`src/coax_eq_defs.svh`:
```
// Purpose: Offsets, field positions, reset values and codes of the
//          equalizer configuration registers.
// Assumes: Included by bare name; definitions only.
// Notes:   Addresses are the 7-bit serial frame addresses.
`ifndef COAX_EQ_DEFS_SVH
`define COAX_EQ_DEFS_SVH

`define ADDR_GENERAL 7'h00
`define ADDR_OUT_LEVEL 7'h01
`define ADDR_LAUNCH 7'h02
`define ADDR_CABLE_LEN 7'h03

`define CD_BIT 7
`define MUTE_BIT 6
`define SLEEP_MSB 4
`define SLEEP_LSB 3
`define REACH_BIT 2
`define SWING_MSB 7
`define SWING_LSB 5
`define CM_MSB 4
`define CM_LSB 2
`define COARSE_BIT 7
`define FINE_MSB 6
`define FINE_LSB 3
`define CLI_MSB 7
`define CLI_LSB 3

`define MUTE_RST 1'h0
`define SLEEP_RST 2'h1
`define REACH_RST 1'h0
`define SWING_RST 3'h3
`define CM_RST 3'h1
`define COARSE_RST 1'h0
`define FINE_RST 4'h0

`define SLEEP_NEVER 2'h0
`define SLEEP_AUTO 2'h1
`define SLEEP_FORCE 2'h2
`define CM_SUPPLY_CODE 3'h5
`define CLI_MAX 5'h19

`define FRAME_LAST_BIT 4'hF
`define HEADER_LAST_BIT 4'h7

`endif

```
`src/coax_eq_pkg.sv`:
```
// Purpose: Types shared by the equalizer configuration logic.
// Assumes: Constants live in coax_eq_defs.svh.
// Notes:   Frame states are one-hot.
package coax_eq_pkg;

  typedef enum logic [4:0] {
    FRAME_IDLE = 5'b00001,
    FRAME_HEADER = 5'b00010,
    FRAME_READ = 5'b00100,
    FRAME_WRITE = 5'b01000,
    FRAME_DONE = 5'b10000
  } frame_state_t;

  typedef struct packed {
    logic mute;
    logic [1:0] sleep;
    logic ext_reach;
    logic [2:0] swing;
    logic [2:0] cm;
    logic coarse;
    logic [3:0] fine;
  } eq_cfg_t;

  typedef struct packed {
    logic sck;
    logic ss_n;
    logic mosi;
  } serial_pins_t;

  typedef struct packed {
    logic carrier;
    logic drv_enable;
    logic edge_slow;
    logic [4:0] cable_len;
  } status_pins_t;

endpackage : coax_eq_pkg

```
`src/coax_eq_config_registers.sv`:
```
// Purpose: Serial-port register bank of a coax equalizer / cable driver.
// Assumes: Serial pins are slow against REF_CLK (each level >= 4 clocks).
// Notes:   Serial clock, select and data are oversampled on REF_CLK.
// Overview of operation
// - Sleep code 01 default: sleep without input
// - Sleep code 00 keeps equalizer always powered
// - Sleep code 10 forces equalizer powered down
// - Sleep takes priority over mute
// - Swing field 01h[7:5], reset 011
// - Common-mode field 01h[4:2], reset 001
// - Common-mode code 101 references positive supply
// - 02h bit 7 selects 6 dB coarse compensation
// - Fine gain 02h[6:3], reset 0000, nominal 0110
// - 03h[7:3] reports cable length 0 to 25
// - Driver enable pin low powers driver off
// - Edge-rate pin high slow, low fast
// - Read data shifts out from eighth falling edge
// - Mute bit forces equalizer outputs to zero
`timescale 1ns/1ps
`include "coax_eq_defs.svh"
module coax_eq_config_registers
  import coax_eq_pkg::*;
(
  input wire logic REF_CLK,
  input wire logic ARST_N,
  input wire logic SCK,
  input wire logic SS_N,
  input wire logic MOSI,
  output logic MISO,
  output logic MISO_OE_N,
  input wire logic CARRIER_IN,
  input wire logic DRIVER_ENABLE_IN,
  input wire logic EDGE_RATE_SELECT_IN,
  input wire logic [4:0] CABLE_LENGTH_IN,
  output logic EQ_POWERED,
  output logic EQ_SERIAL_OUT_ZERO,
  output logic EQ_EXT_REACH,
  output logic [2:0] OUT_SWING,
  output logic [2:0] OUT_COMMON_MODE,
  output logic OUT_CM_SUPPLY_REF,
  output logic LAUNCH_COARSE,
  output logic [3:0] LAUNCH_FINE,
  output logic DRIVER_POWERED,
  output logic SLOW_EDGES
);
  typedef struct packed {
    frame_state_t fsm;
    logic [3:0] cnt;
    logic [14:0] sh;
    logic [7:0] out_sh;
    logic miso;
    logic miso_oe_n;
    eq_cfg_t cfg;
    logic carrier;
    logic [4:0] cable_length_indicator;
  } bank_state_t;

  localparam eq_cfg_t CFG_RST = '{
    `MUTE_RST, `SLEEP_RST, `REACH_RST, `SWING_RST,
    `CM_RST, `COARSE_RST, `FINE_RST
  };

  localparam bank_state_t BANK_RST = '{
    FRAME_IDLE, 4'h0, 15'h0000, 8'h00, 1'b0, 1'b1, CFG_RST, 1'b0, 5'h00
  };

  // The frame decoder is written for an eight-bit header and a
  // sixteen-bit frame; other defines would misplace every field
  if (`HEADER_LAST_BIT != 4'h7) begin : g_header_chk
    $error("Serial header must be eight bits long");
  end
  if (`FRAME_LAST_BIT != 4'hF) begin : g_frame_chk
    $error("Serial frame must be sixteen bits long");
  end
  if (`CLI_MSB - `CLI_LSB != 4) begin : g_cli_chk
    $error("Cable length field must be five bits wide");
  end
  if (`SWING_MSB - `SWING_LSB != 2) begin : g_swing_chk
    $error("Output swing field must be three bits wide");
  end

  logic [1:0] rst_pipe;
  logic rst_n;

  // Release of the external reset is retimed to REF_CLK
  always_ff @(posedge REF_CLK or negedge ARST_N) begin
    if (!ARST_N) begin
      rst_pipe <= 2'h0;
    end else begin
      rst_pipe <= {rst_pipe[0], 1'b1};
    end
  end
  assign rst_n = rst_pipe[1];

  serial_pins_t ser_d;
  serial_pins_t ser_q;
  serial_pins_t ser_rise;
  serial_pins_t ser_fall;
  status_pins_t sta_d;
  status_pins_t sta_q;

  assign ser_d = '{SCK, SS_N, MOSI};
  assign sta_d = '{CARRIER_IN, DRIVER_ENABLE_IN, EDGE_RATE_SELECT_IN,
                   CABLE_LENGTH_IN};

  pin_sync3 #(
    .W(3),
    .RST_VAL(3'h2)
  ) u_ser_sync (
    .clk(REF_CLK),
    .rst_n(rst_n),
    .d(ser_d),
    .q(ser_q),
    .rise(ser_rise),
    .fall(ser_fall)
  );

  // Driver enable idles high, edge select low, as the pin pulls do
  pin_sync3 #(
    .W(8),
    .RST_VAL(8'h40)
  ) u_sta_sync (
    .clk(REF_CLK),
    .rst_n(rst_n),
    .d(sta_d),
    .q(sta_q),
    .rise(),
    .fall()
  );

  bank_state_t st;
  bank_state_t next_st;
  logic [6:0] raddr;
  logic [6:0] waddr;
  logic [7:0] wdata;

  // The last header or data bit comes straight from the synced pin and
  // the earlier ones from the shifter, so no extra clock is spent
  assign raddr = {st.sh[5:0], ser_q.mosi};
  assign waddr = st.sh[13:7];
  assign wdata = {st.sh[6:0], ser_q.mosi};

  function automatic logic [7:0] read_reg(input logic [6:0] addr,
                                          input bank_state_t s);
    logic [7:0] v;
    v = 8'h00;
    unique case (addr)
      `ADDR_GENERAL: begin
        v[`CD_BIT] = s.carrier;
        v[`MUTE_BIT] = s.cfg.mute;
        v[`SLEEP_MSB:`SLEEP_LSB] = s.cfg.sleep;
        v[`REACH_BIT] = s.cfg.ext_reach;
      end
      `ADDR_OUT_LEVEL: begin
        v[`SWING_MSB:`SWING_LSB] = s.cfg.swing;
        v[`CM_MSB:`CM_LSB] = s.cfg.cm;
      end
      `ADDR_LAUNCH: begin
        v[`COARSE_BIT] = s.cfg.coarse;
        v[`FINE_MSB:`FINE_LSB] = s.cfg.fine;
      end
      `ADDR_CABLE_LEN: begin
        v[`CLI_MSB:`CLI_LSB] = s.cable_length_indicator;
      end
      default: begin
        v = 8'h00;
      end
    endcase
    return v;
  endfunction : read_reg

  always_comb begin
    next_st = st;
    next_st.carrier = sta_q.carrier;
    // Measurement beyond the documented span is clamped
    if (sta_q.cable_len > `CLI_MAX) begin
      next_st.cable_length_indicator = `CLI_MAX;
    end else begin
      next_st.cable_length_indicator = sta_q.cable_len;
    end

    if (ser_q.ss_n) begin
      // Select high ends any frame and releases the data line
      next_st.fsm = FRAME_IDLE;
      next_st.cnt = 4'h0;
      next_st.miso = 1'b0;
      next_st.miso_oe_n = 1'b1;
    end else begin
      unique case (st.fsm)
        FRAME_IDLE: begin
          next_st.fsm = FRAME_HEADER;
          next_st.cnt = 4'h0;
          if (ser_rise.sck) begin
            next_st.sh = {st.sh[13:0], ser_q.mosi};
            next_st.cnt = 4'h1;
          end
        end
        FRAME_HEADER: begin
          if (ser_rise.sck) begin
            next_st.sh = {st.sh[13:0], ser_q.mosi};
            next_st.cnt = st.cnt + 4'h1;
            if (st.cnt == `HEADER_LAST_BIT) begin
              if (st.sh[6]) begin
                next_st.out_sh = read_reg(raddr, st);
                next_st.fsm = FRAME_READ;
              end else begin
                next_st.fsm = FRAME_WRITE;
              end
            end
          end
        end
        FRAME_READ: begin
          if (ser_fall.sck) begin
            next_st.miso = st.out_sh[7];
            next_st.miso_oe_n = 1'b0;
            next_st.out_sh = {st.out_sh[6:0], 1'b0};
          end
        end
        FRAME_WRITE: begin
          if (ser_rise.sck) begin
            next_st.sh = {st.sh[13:0], ser_q.mosi};
            next_st.cnt = st.cnt + 4'h1;
            if (st.cnt == `FRAME_LAST_BIT) begin
              next_st.fsm = FRAME_DONE;
              unique case (waddr)
                `ADDR_GENERAL: begin
                  next_st.cfg.mute = wdata[`MUTE_BIT];
                  next_st.cfg.sleep = wdata[`SLEEP_MSB:`SLEEP_LSB];
                  next_st.cfg.ext_reach = wdata[`REACH_BIT];
                end
                `ADDR_OUT_LEVEL: begin
                  next_st.cfg.swing = wdata[`SWING_MSB:`SWING_LSB];
                  next_st.cfg.cm = wdata[`CM_MSB:`CM_LSB];
                end
                `ADDR_LAUNCH: begin
                  next_st.cfg.coarse = wdata[`COARSE_BIT];
                  next_st.cfg.fine = wdata[`FINE_MSB:`FINE_LSB];
                end
                default: begin
                  // Cable length and unmapped addresses keep state
                  next_st.cfg = st.cfg;
                end
              endcase
            end
          end
        end
        FRAME_DONE: begin
          // Extra clocks past sixteen bits are ignored until select rises
          next_st.fsm = FRAME_DONE;
        end
        default: begin
          next_st.fsm = FRAME_IDLE;
        end
      endcase
    end
  end

  always_ff @(posedge REF_CLK or negedge rst_n) begin
    if (!rst_n) begin
      st <= BANK_RST;
    end else begin
      st <= next_st;
    end
  end

  logic eq_powered;
  logic out_zero;
  logic cm_supply;
  logic driver_powered;
  logic slow_edges;

  eq_power_ctrl u_power (
    .clk(REF_CLK),
    .rst_n(rst_n),
    .cfg(st.cfg),
    .carrier(st.carrier),
    .drv_enable(sta_q.drv_enable),
    .edge_slow(sta_q.edge_slow),
    .eq_powered(eq_powered),
    .out_zero(out_zero),
    .cm_supply(cm_supply),
    .driver_powered(driver_powered),
    .slow_edges(slow_edges)
  );

  assign MISO = st.miso;
  assign MISO_OE_N = st.miso_oe_n;
  assign EQ_POWERED = eq_powered;
  assign EQ_SERIAL_OUT_ZERO = out_zero;
  assign EQ_EXT_REACH = st.cfg.ext_reach;
  assign OUT_SWING = st.cfg.swing;
  assign OUT_COMMON_MODE = st.cfg.cm;
  assign OUT_CM_SUPPLY_REF = cm_supply;
  assign LAUNCH_COARSE = st.cfg.coarse;
  assign LAUNCH_FINE = st.cfg.fine;
  assign DRIVER_POWERED = driver_powered;
  assign SLOW_EDGES = slow_edges;
endmodule : coax_eq_config_registers

```
`src/eq_power_ctrl.sv`:
```
// Purpose: Equalizer power, output mute and cable driver pin decisions.
// Assumes: Inputs already synchronised to clk.
// Notes:   All outputs are registered.
`timescale 1ns/1ps
`include "coax_eq_defs.svh"
module eq_power_ctrl
  import coax_eq_pkg::*;
(
  input wire logic clk,
  input wire logic rst_n,
  input eq_cfg_t cfg,
  input wire logic carrier,
  input wire logic drv_enable,
  input wire logic edge_slow,
  output logic eq_powered,
  output logic out_zero,
  output logic cm_supply,
  output logic driver_powered,
  output logic slow_edges
);
  typedef struct packed {
    logic eq_powered;
    logic out_zero;
    logic cm_supply;
    logic driver_powered;
    logic slow_edges;
  } pwr_state_t;

  // Driver enabled until the pin is seen low, fast edges by default
  localparam pwr_state_t PWR_RST = '{1'b1, 1'b0, 1'b0, 1'b1, 1'b0};

  pwr_state_t st;
  pwr_state_t next_st;

  always_comb begin
    next_st = st;
    unique case (cfg.sleep)
      `SLEEP_AUTO: next_st.eq_powered = carrier;
      `SLEEP_NEVER: next_st.eq_powered = 1'b1;
      `SLEEP_FORCE: next_st.eq_powered = 1'b0;
      default: next_st.eq_powered = 1'b1;
    endcase
    // Mute only acts on a powered equalizer
    next_st.out_zero = cfg.mute & next_st.eq_powered;
    next_st.cm_supply = (cfg.cm == `CM_SUPPLY_CODE);
    next_st.driver_powered = drv_enable;
    next_st.slow_edges = edge_slow;
  end

  always_ff @(posedge clk or negedge rst_n) begin
    if (!rst_n) begin
      st <= PWR_RST;
    end else begin
      st <= next_st;
    end
  end

  assign eq_powered = st.eq_powered;
  assign out_zero = st.out_zero;
  assign cm_supply = st.cm_supply;
  assign driver_powered = st.driver_powered;
  assign slow_edges = st.slow_edges;
endmodule : eq_power_ctrl

```
`src/pin_sync3.sv`:
```
// Purpose: Three-stage synchroniser with agreement filter and edge pulses.
// Assumes: Inputs are asynchronous to clk.
// Notes:   A change counts only once stages two and three agree.
`timescale 1ns/1ps
module pin_sync3 #(
  parameter int W = 1,
  parameter logic [W-1:0] RST_VAL = '0
) (
  input wire logic clk,
  input wire logic rst_n,
  input wire logic [W-1:0] d,
  output logic [W-1:0] q,
  output logic [W-1:0] rise,
  output logic [W-1:0] fall
);
  if (W < 1) begin : g_chk
    $error("pin_sync3 needs at least one bit");
  end

  typedef struct packed {
    logic [W-1:0] s1;
    logic [W-1:0] s2;
    logic [W-1:0] s3;
    logic [W-1:0] q;
    logic [W-1:0] rise;
    logic [W-1:0] fall;
  } sync_state_t;

  localparam sync_state_t SYNC_RST =
    '{RST_VAL, RST_VAL, RST_VAL, RST_VAL, '0, '0};

  sync_state_t st;
  sync_state_t next_st;
  logic [W-1:0] agree;

  always_comb begin
    next_st = st;
    next_st.s1 = d;
    next_st.s2 = st.s1;
    next_st.s3 = st.s2;
    agree = ~(st.s2 ^ st.s3);
    next_st.q = (agree & st.s3) | (~agree & st.q);
    next_st.rise = agree & st.s3 & ~st.q;
    next_st.fall = agree & ~st.s3 & st.q;
  end

  always_ff @(posedge clk or negedge rst_n) begin
    if (!rst_n) begin
      st <= SYNC_RST;
    end else begin
      st <= next_st;
    end
  end

  assign q = st.q;
  assign rise = st.rise;
  assign fall = st.fall;
endmodule : pin_sync3

```
`config.mk`:
```
export PLATFORM = sky130hd
export DESIGN_NAME = coax_eq_config_registers
export DESIGN_NICKNAME = d
export VERILOG_FILES = /design/src/coax_eq_pkg.sv /design/src/coax_eq_config_registers.sv /design/src/eq_power_ctrl.sv /design/src/pin_sync3.sv
export VERILOG_INCLUDE_DIRS = /design/src
export SDC_FILE = /design/constraint.sdc
export NUM_CORES = 1
export LEC_CHECK = 0
export BUFFER_PORTS_ARGS = -buffer_cell sky130_fd_sc_hd__buf_2
export CAP_MARGIN = 10
export CORE_AREA = 8 8 97 99
export CTS_BUF_LIST = sky130_fd_sc_hd__clkbuf_8
export DETAILED_ROUTE_END_ITERATION = 12
export DIE_AREA = 0 0 105 107
export PLACE_DENSITY = 0.71
export SYNTH_ARGS = -nofsm -noshare
export SYNTH_HDL_FRONTEND = slang
export SYNTH_SLANG_ARGS = --single-unit
```
`constraint.sdc`:
```
create_clock -name REF_CLK -period 5.95 [get_ports REF_CLK]
set_input_delay 0.595 -clock REF_CLK [delete_from_list [all_inputs] [get_ports REF_CLK]]
set_output_delay 0.595 -clock REF_CLK [all_outputs]
set_load 0.05 [all_outputs]
```
* After elaboration in Yosys (flattened, before gate mapping)
Index checks and enable logic that the tools add are counted.
** Storage, ports and cells
- Word-level logic and storage cells :: 114
- Output and inout bits :: 19
- Register bits :: 111
- Input bits :: 13
** Operators by class
- Muxes and demuxes :: 21
- Magnitude comparators :: 1
- Reductions and logical operators :: 15
- Bitwise logic cells :: 19
- Eq/ne operators :: 26
- Add/subtract/negate cells :: 1
** Operators with widths (number)
- $pmux 19 s3 :: 1
- $mux 32 :: 1
- $pmux 5 s5 :: 1
- $reduce_and 5->1 :: 5
- $mux 24 :: 1
- $eq 7x2->1 const B :: 3
- $and 8x8->8 :: 2
- $mux 16 :: 1
- $mux 8 :: 2
- $not 8->8 :: 2
- $pmux 2 s4 :: 2
- $pmux 8 s2 :: 1
- $and 3x3->3 :: 5
- $mux 5 :: 3
- $eq 7x1->1 const B :: 2
- $logic_not 7->1 :: 2
- $not 3->3 :: 4
- $mux 10 :: 1
- $ne 2x1->1 const B :: 5
- $mux 9 :: 1
- $or 8x8->8 :: 1
- $xor 8x8->8 :: 1
- $ne 3x1->1 const B :: 2
- $ne 3x2->1 const B :: 2
- other kinds (27) :: 32

* Longest topological paths before layout
- Word-level depth :: 7
- Depth in mapped cells :: 7
- Depth with buffers taken out :: 6

* Modules after synthesis
Synthesis repeated with hierarchy kept, for this count alone.
** Second synthesis, totals
- Cells, all modules :: 416
- Area, all modules :: 5507.8 µm²
** Modules (own cells, without submodules)
- coax_eq_config_registers :: times used 1, seq. area each 1358.8 µm², area an instance 2767.7 µm², cells an instance 229
- pin_sync3 at u_sta_sync :: times used 1, seq. area each 1206.2 µm², area an instance 1866.8 µm², cells an instance 128
- pin_sync3 at u_ser_sync :: times used 1, seq. area each 455.4 µm², area an instance 703.2 µm², cells an instance 48
- eq_power_ctrl :: times used 1, seq. area each 127.6 µm², area an instance 170.2 µm², cells an instance 11

* Worst setup path after synthesis
OpenSTA, ideal clock, no wires.
- Kind :: reg-to-reg
- Start :: reg st[46] (netlist bit)
- End :: reg st (netlist bit OUT_COMMON_MODE[1])
- Path slack :: 4.136 ns
- Cell stages (with the launch flop) :: 7
- Arrival time :: 1.689 ns
- Path buffers :: 0
- Library setup time :: 0.125 ns
- Data required time :: 5.825 ns
- Cell sequence :: dfrtp_1 ha_1 nand3_1 nor4_2 nand3_2 nor3b_4 mux2_2
** On the way
- Longest elaborated chain between the ends :: 2
** RTL lines
- from (decl) :: line coax_eq_config_registers.sv:131 : bank_state_t st;
- from (signal assigned) :: line coax_eq_config_registers.sv:262 : st <= next_st;
- $eq 4x4->1 (no line)
- $reduce_and 5->1 (no line)
Every way passes these cells.
A chain may end at the register's enable or synchronous reset.

* Worst setup path in the final report
- Start :: reg st[51] (netlist bit)
- End :: reg st (netlist bit OUT_COMMON_MODE[2])
** On the way
- Longest elaborated chain between the ends :: 2
** RTL lines
- $eq 5x4->1 :: line coax_eq_config_registers.sv:189 : unique case (st.fsm)
- $reduce_and 5->1 (no line)
Every way passes these cells.

==> impl_results.md <==
* Outcome: finished, final reports clean
* Number of global-route vias before repair at about 2400
* VDD IR max at between 150 and 200 uV
* Hold Crit Class: reg -> async
* Delay of the slowest critical-path stage at 0.55 ns
* Yosys top cell by area: sky130_fd_sc_hd__dfrtp_1
* Worst Path Required at 6.20 ns
* Seq/Total Area, Yosys at 63.2%
* Horizontal die dimension at around 110 um
* Number of antenna violations at the first check in global routing at 0
* Post-synth net total at 360
* Final worst slack at 3.86 ns
* Power Total at around 0.0014 W
* Drt pass-1 iters at 4
* Area share of the largest cell type after synthesis at 53.2%
* Pre-CTS setup slack at about 3.9 ns
* Max Buffers Root-to-Sink at 2
* Antenna-violating nets left at 0
* Number of different library cells in the post-synthesis netlist at 52
* Rows at 33
* Count of endpoints failing setup in the final report at 0
* Wire length of the first global-routing pass at ~12000 um
* Root Driver: sky130_fd_sc_hd__clkbuf_8
* Power density over the cells at 311 mW/mm^2
* Placeable core area at 0.00793 sq mm
* Final wirelength at 6810 um
* Num CTS Buffers at 9
* Shortest clock period the worst path allows after layout at 2.09 ns
* Yosys Warn Count at 0
* Count of flip-flops with a built-in enable after synthesis at 0
* Synthesized flop and latch total at 105
* Largest clock skew in the final design at around 0.013 ns
* Unrepaired setup endpoints after global routing: no
* Arrival time of the worst setup path at ~2.3 ns
* Die Span Y at ~110 um
* Type of origin of the critical path: flop
* Reg-to-reg endpoint: OUT_COMMON_MODE[2]$_DFFE_PN0P_
* Worst Path Class, Setup: reg -> reg
* Slew Limit Headroom at 45.1%
* Fin. Hold Viols at 0
* Synth Area per Inst at approximately 12 sq um
* Number of inserted diodes at 0
* Starting DRC count in detailed routing at 98
* Total count of max-transition violations in the final report at 0
* Highest clock frequency the design can meet at approximately 480 MHz
* CTS H-tree lvls at 3
* Overall global routing resource usage at 12.9%
* Weighted congestion at the end of routability-driven global placement at 0.809
* Number of nets in the layout at 377
* Most instantiated library cell after synthesis: sky130_fd_sc_hd__dfrtp_1
* Post-synthesis instance total at 344
* Post-CTS resize count at 0
* Core utilization of the finished layout at 57.2%
* CP max stage cell: sky130_fd_sc_hd__dfrtp_1
* # IOs at 32
* Clock transition at path regs at ~0.1 ns
* Post CTS Setup Buffer Count at 0
* Part of the cycle the worst path needs at 35.1%
* Crit Reg-Reg Startpoint: st[51]$_DFFE_PN0P_
* Element type at the critical path end: flop
* Clk sink count at 105
* Via-per-instance ratio at roughly 5.3
* Leakage power of the design at 2.03 nW
* Number of I/O port buffers at 31
* Area of the mapped netlist at 0.00419 sq mm
* Setup slack of the most critical reg-to-reg path at 3.86 ns
* TritonCTS clock tree: done
* Sequence of cells on the critical path: nor4b_1 -> nand3_2 -> nor3b_4 -> mux2_2
* Starting utilization of the core area at a little over half
* DRC violation count after routing at 0
* Worst Hold Slack at 0.305 ns
* Share of cells above drive strength 1 at 25.4%
* Register-to-Register Path Depth at 4
* Average wire length per cell after detail routing at 14.5 um
* Measured slew at the worst slew-check pin at 0.821 ns
* Detailed placement HPWL at 4670 um
* Max capacitance violation total at 0
* Remaining global-route overflow at 0
* Predominant post-synthesis flop cell: sky130_fd_sc_hd__dfrtp_1
* Vias at 2476
* Worst-Skew Late Latency at between 0.3 and 0.4 ns
* Largest cells by area after synthesis: sky130_fd_sc_hd__dfrtp_1, sky130_fd_sc_hd__dfstp_2, sky130_fd_sc_hd__mux2_2
* Most used standard cells in the synthesized netlist: sky130_fd_sc_hd__dfrtp_1, sky130_fd_sc_hd__nand2_1, sky130_fd_sc_hd__o21ai_0
* Area grow syn2layout at 8.34%
* Biggest fanout along the worst timing path at 14
* Maximum number of pins on one net before global-route repair at 67
* Final setup TNS at 0 ns
* Area enclosed by the die boundary at 0.0112 sq mm
* Number of hold buffers added after CTS at 1
* Proportion of synthesized flip-flops having asynchronous set or reset at 100%
## area by class of cell
cell class,count,area [sq um]
clock buffer,11,151
clock inverter,5,43.8
fill,671,3390
inverter,4,15.0
multi-input combinational,208,1370
sequential,105,2650
tap,105,131
timing repair buffer,33,173
## worst max-delay path: cells and delay by family (launching register included)
| family | cells | cell delay [ns] |
|---|---|---|
| simple gates | 3 | 1.05 |
| flops | 1 | 0.55 |
| mux | 1 | 0.38 |
## cell families after synthesis
family	share of synthesized area (%)
flops	63.2
xor+xnor	0.837
fa+ha+maj	3.29
buf+inv	4.03
other cells	0.0896
simple gates	14.6
mux	5.77
compound gates	8.19
## metal layers
layer | up-vias | global-route usage, % | share of wire [%]
li1 | 1199 | - | -
met1 | 1218 | 17.2 | 49
met2 | 48 | 19.5 | 46
met3 | 11 | 4.02 | 4.5
met4 | 0 | 4.89 | 1.3
met5 | - | 0 | 0
## through the flow
step	area [sq um]	cells
final	4540	471
after global routing	4540	471
after CTS	4540	471
after detailed placement	4330	454
after global placement	4330	454
after floorplan	4190	344
## report_power, final
group	leakage [nW]	internal [W]	switching [W]
Clock	0.0945	0.000181	0.000240
Combinational	0.630	0.0000704	0.0000932
Sequential	1.30	0.000759	0.0000656
Total	2.03	0.00101	0.000399
## placed cells by master (no fill, tap or decap), drive strengths merged, types with 2 or more instances in the layout
cell      synthesis  routed
nor3              5       5
nor4              3       3
and3b             2       2
a211oi            5       5
maj3             10      10
nand3             6       6
inv               4       7
nand2            50      50
o31ai             2       2
or3               2       2
buf              15      32
ha                3       3
a31oi             4       4
a21o              5       5
clkinvlp          0       2
o211a             2       2
mux2             17      17
dfrtp            89      89
clkbuf           12      11
mux2i             5       5
nor2             19      19
a21oi             9       9
o22ai             2       2
dfstp            16      16
o21ai            23      23
and2              5       5
nor3b             3       3
nor2b             4       4
xnor2             3       3
nand2b            3       3
nand3b            3       3
## how the worst max path moves through the flow
| stage | start | endpoint | slack, ns | depth (start not counted) |
|---|---|---|---|---|
| CTS | st[46]$_DFFE_PN0P_ | OUT_COMMON_MODE[2]$_DFFE_PN0P_ | 3.84 | 6 |
| finish | st[51]$_DFFE_PN0P_ | OUT_COMMON_MODE[2]$_DFFE_PN0P_ | 3.86 | 4 |
| detailed placement | st[46]$_DFFE_PN0P_ | OUT_COMMON_MODE[1]$_DFFE_PN0P_ | 3.86 | 6 |
| global route | st[51]$_DFFE_PN0P_ | st[38]$_DFFE_PN0P_ | 3.56 | 4 |
| floorplan | rst_pipe[1]$_DFF_PN0_ | EQ_EXT_REACH$_DFFE_PN0P_ | 2.84 | 0 |
| global placement | st[46]$_DFFE_PN0P_ | OUT_COMMON_MODE[2]$_DFFE_PN0P_ | 3.86 | 6 |
No activity file was read; power rests on OpenSTA's default activity.
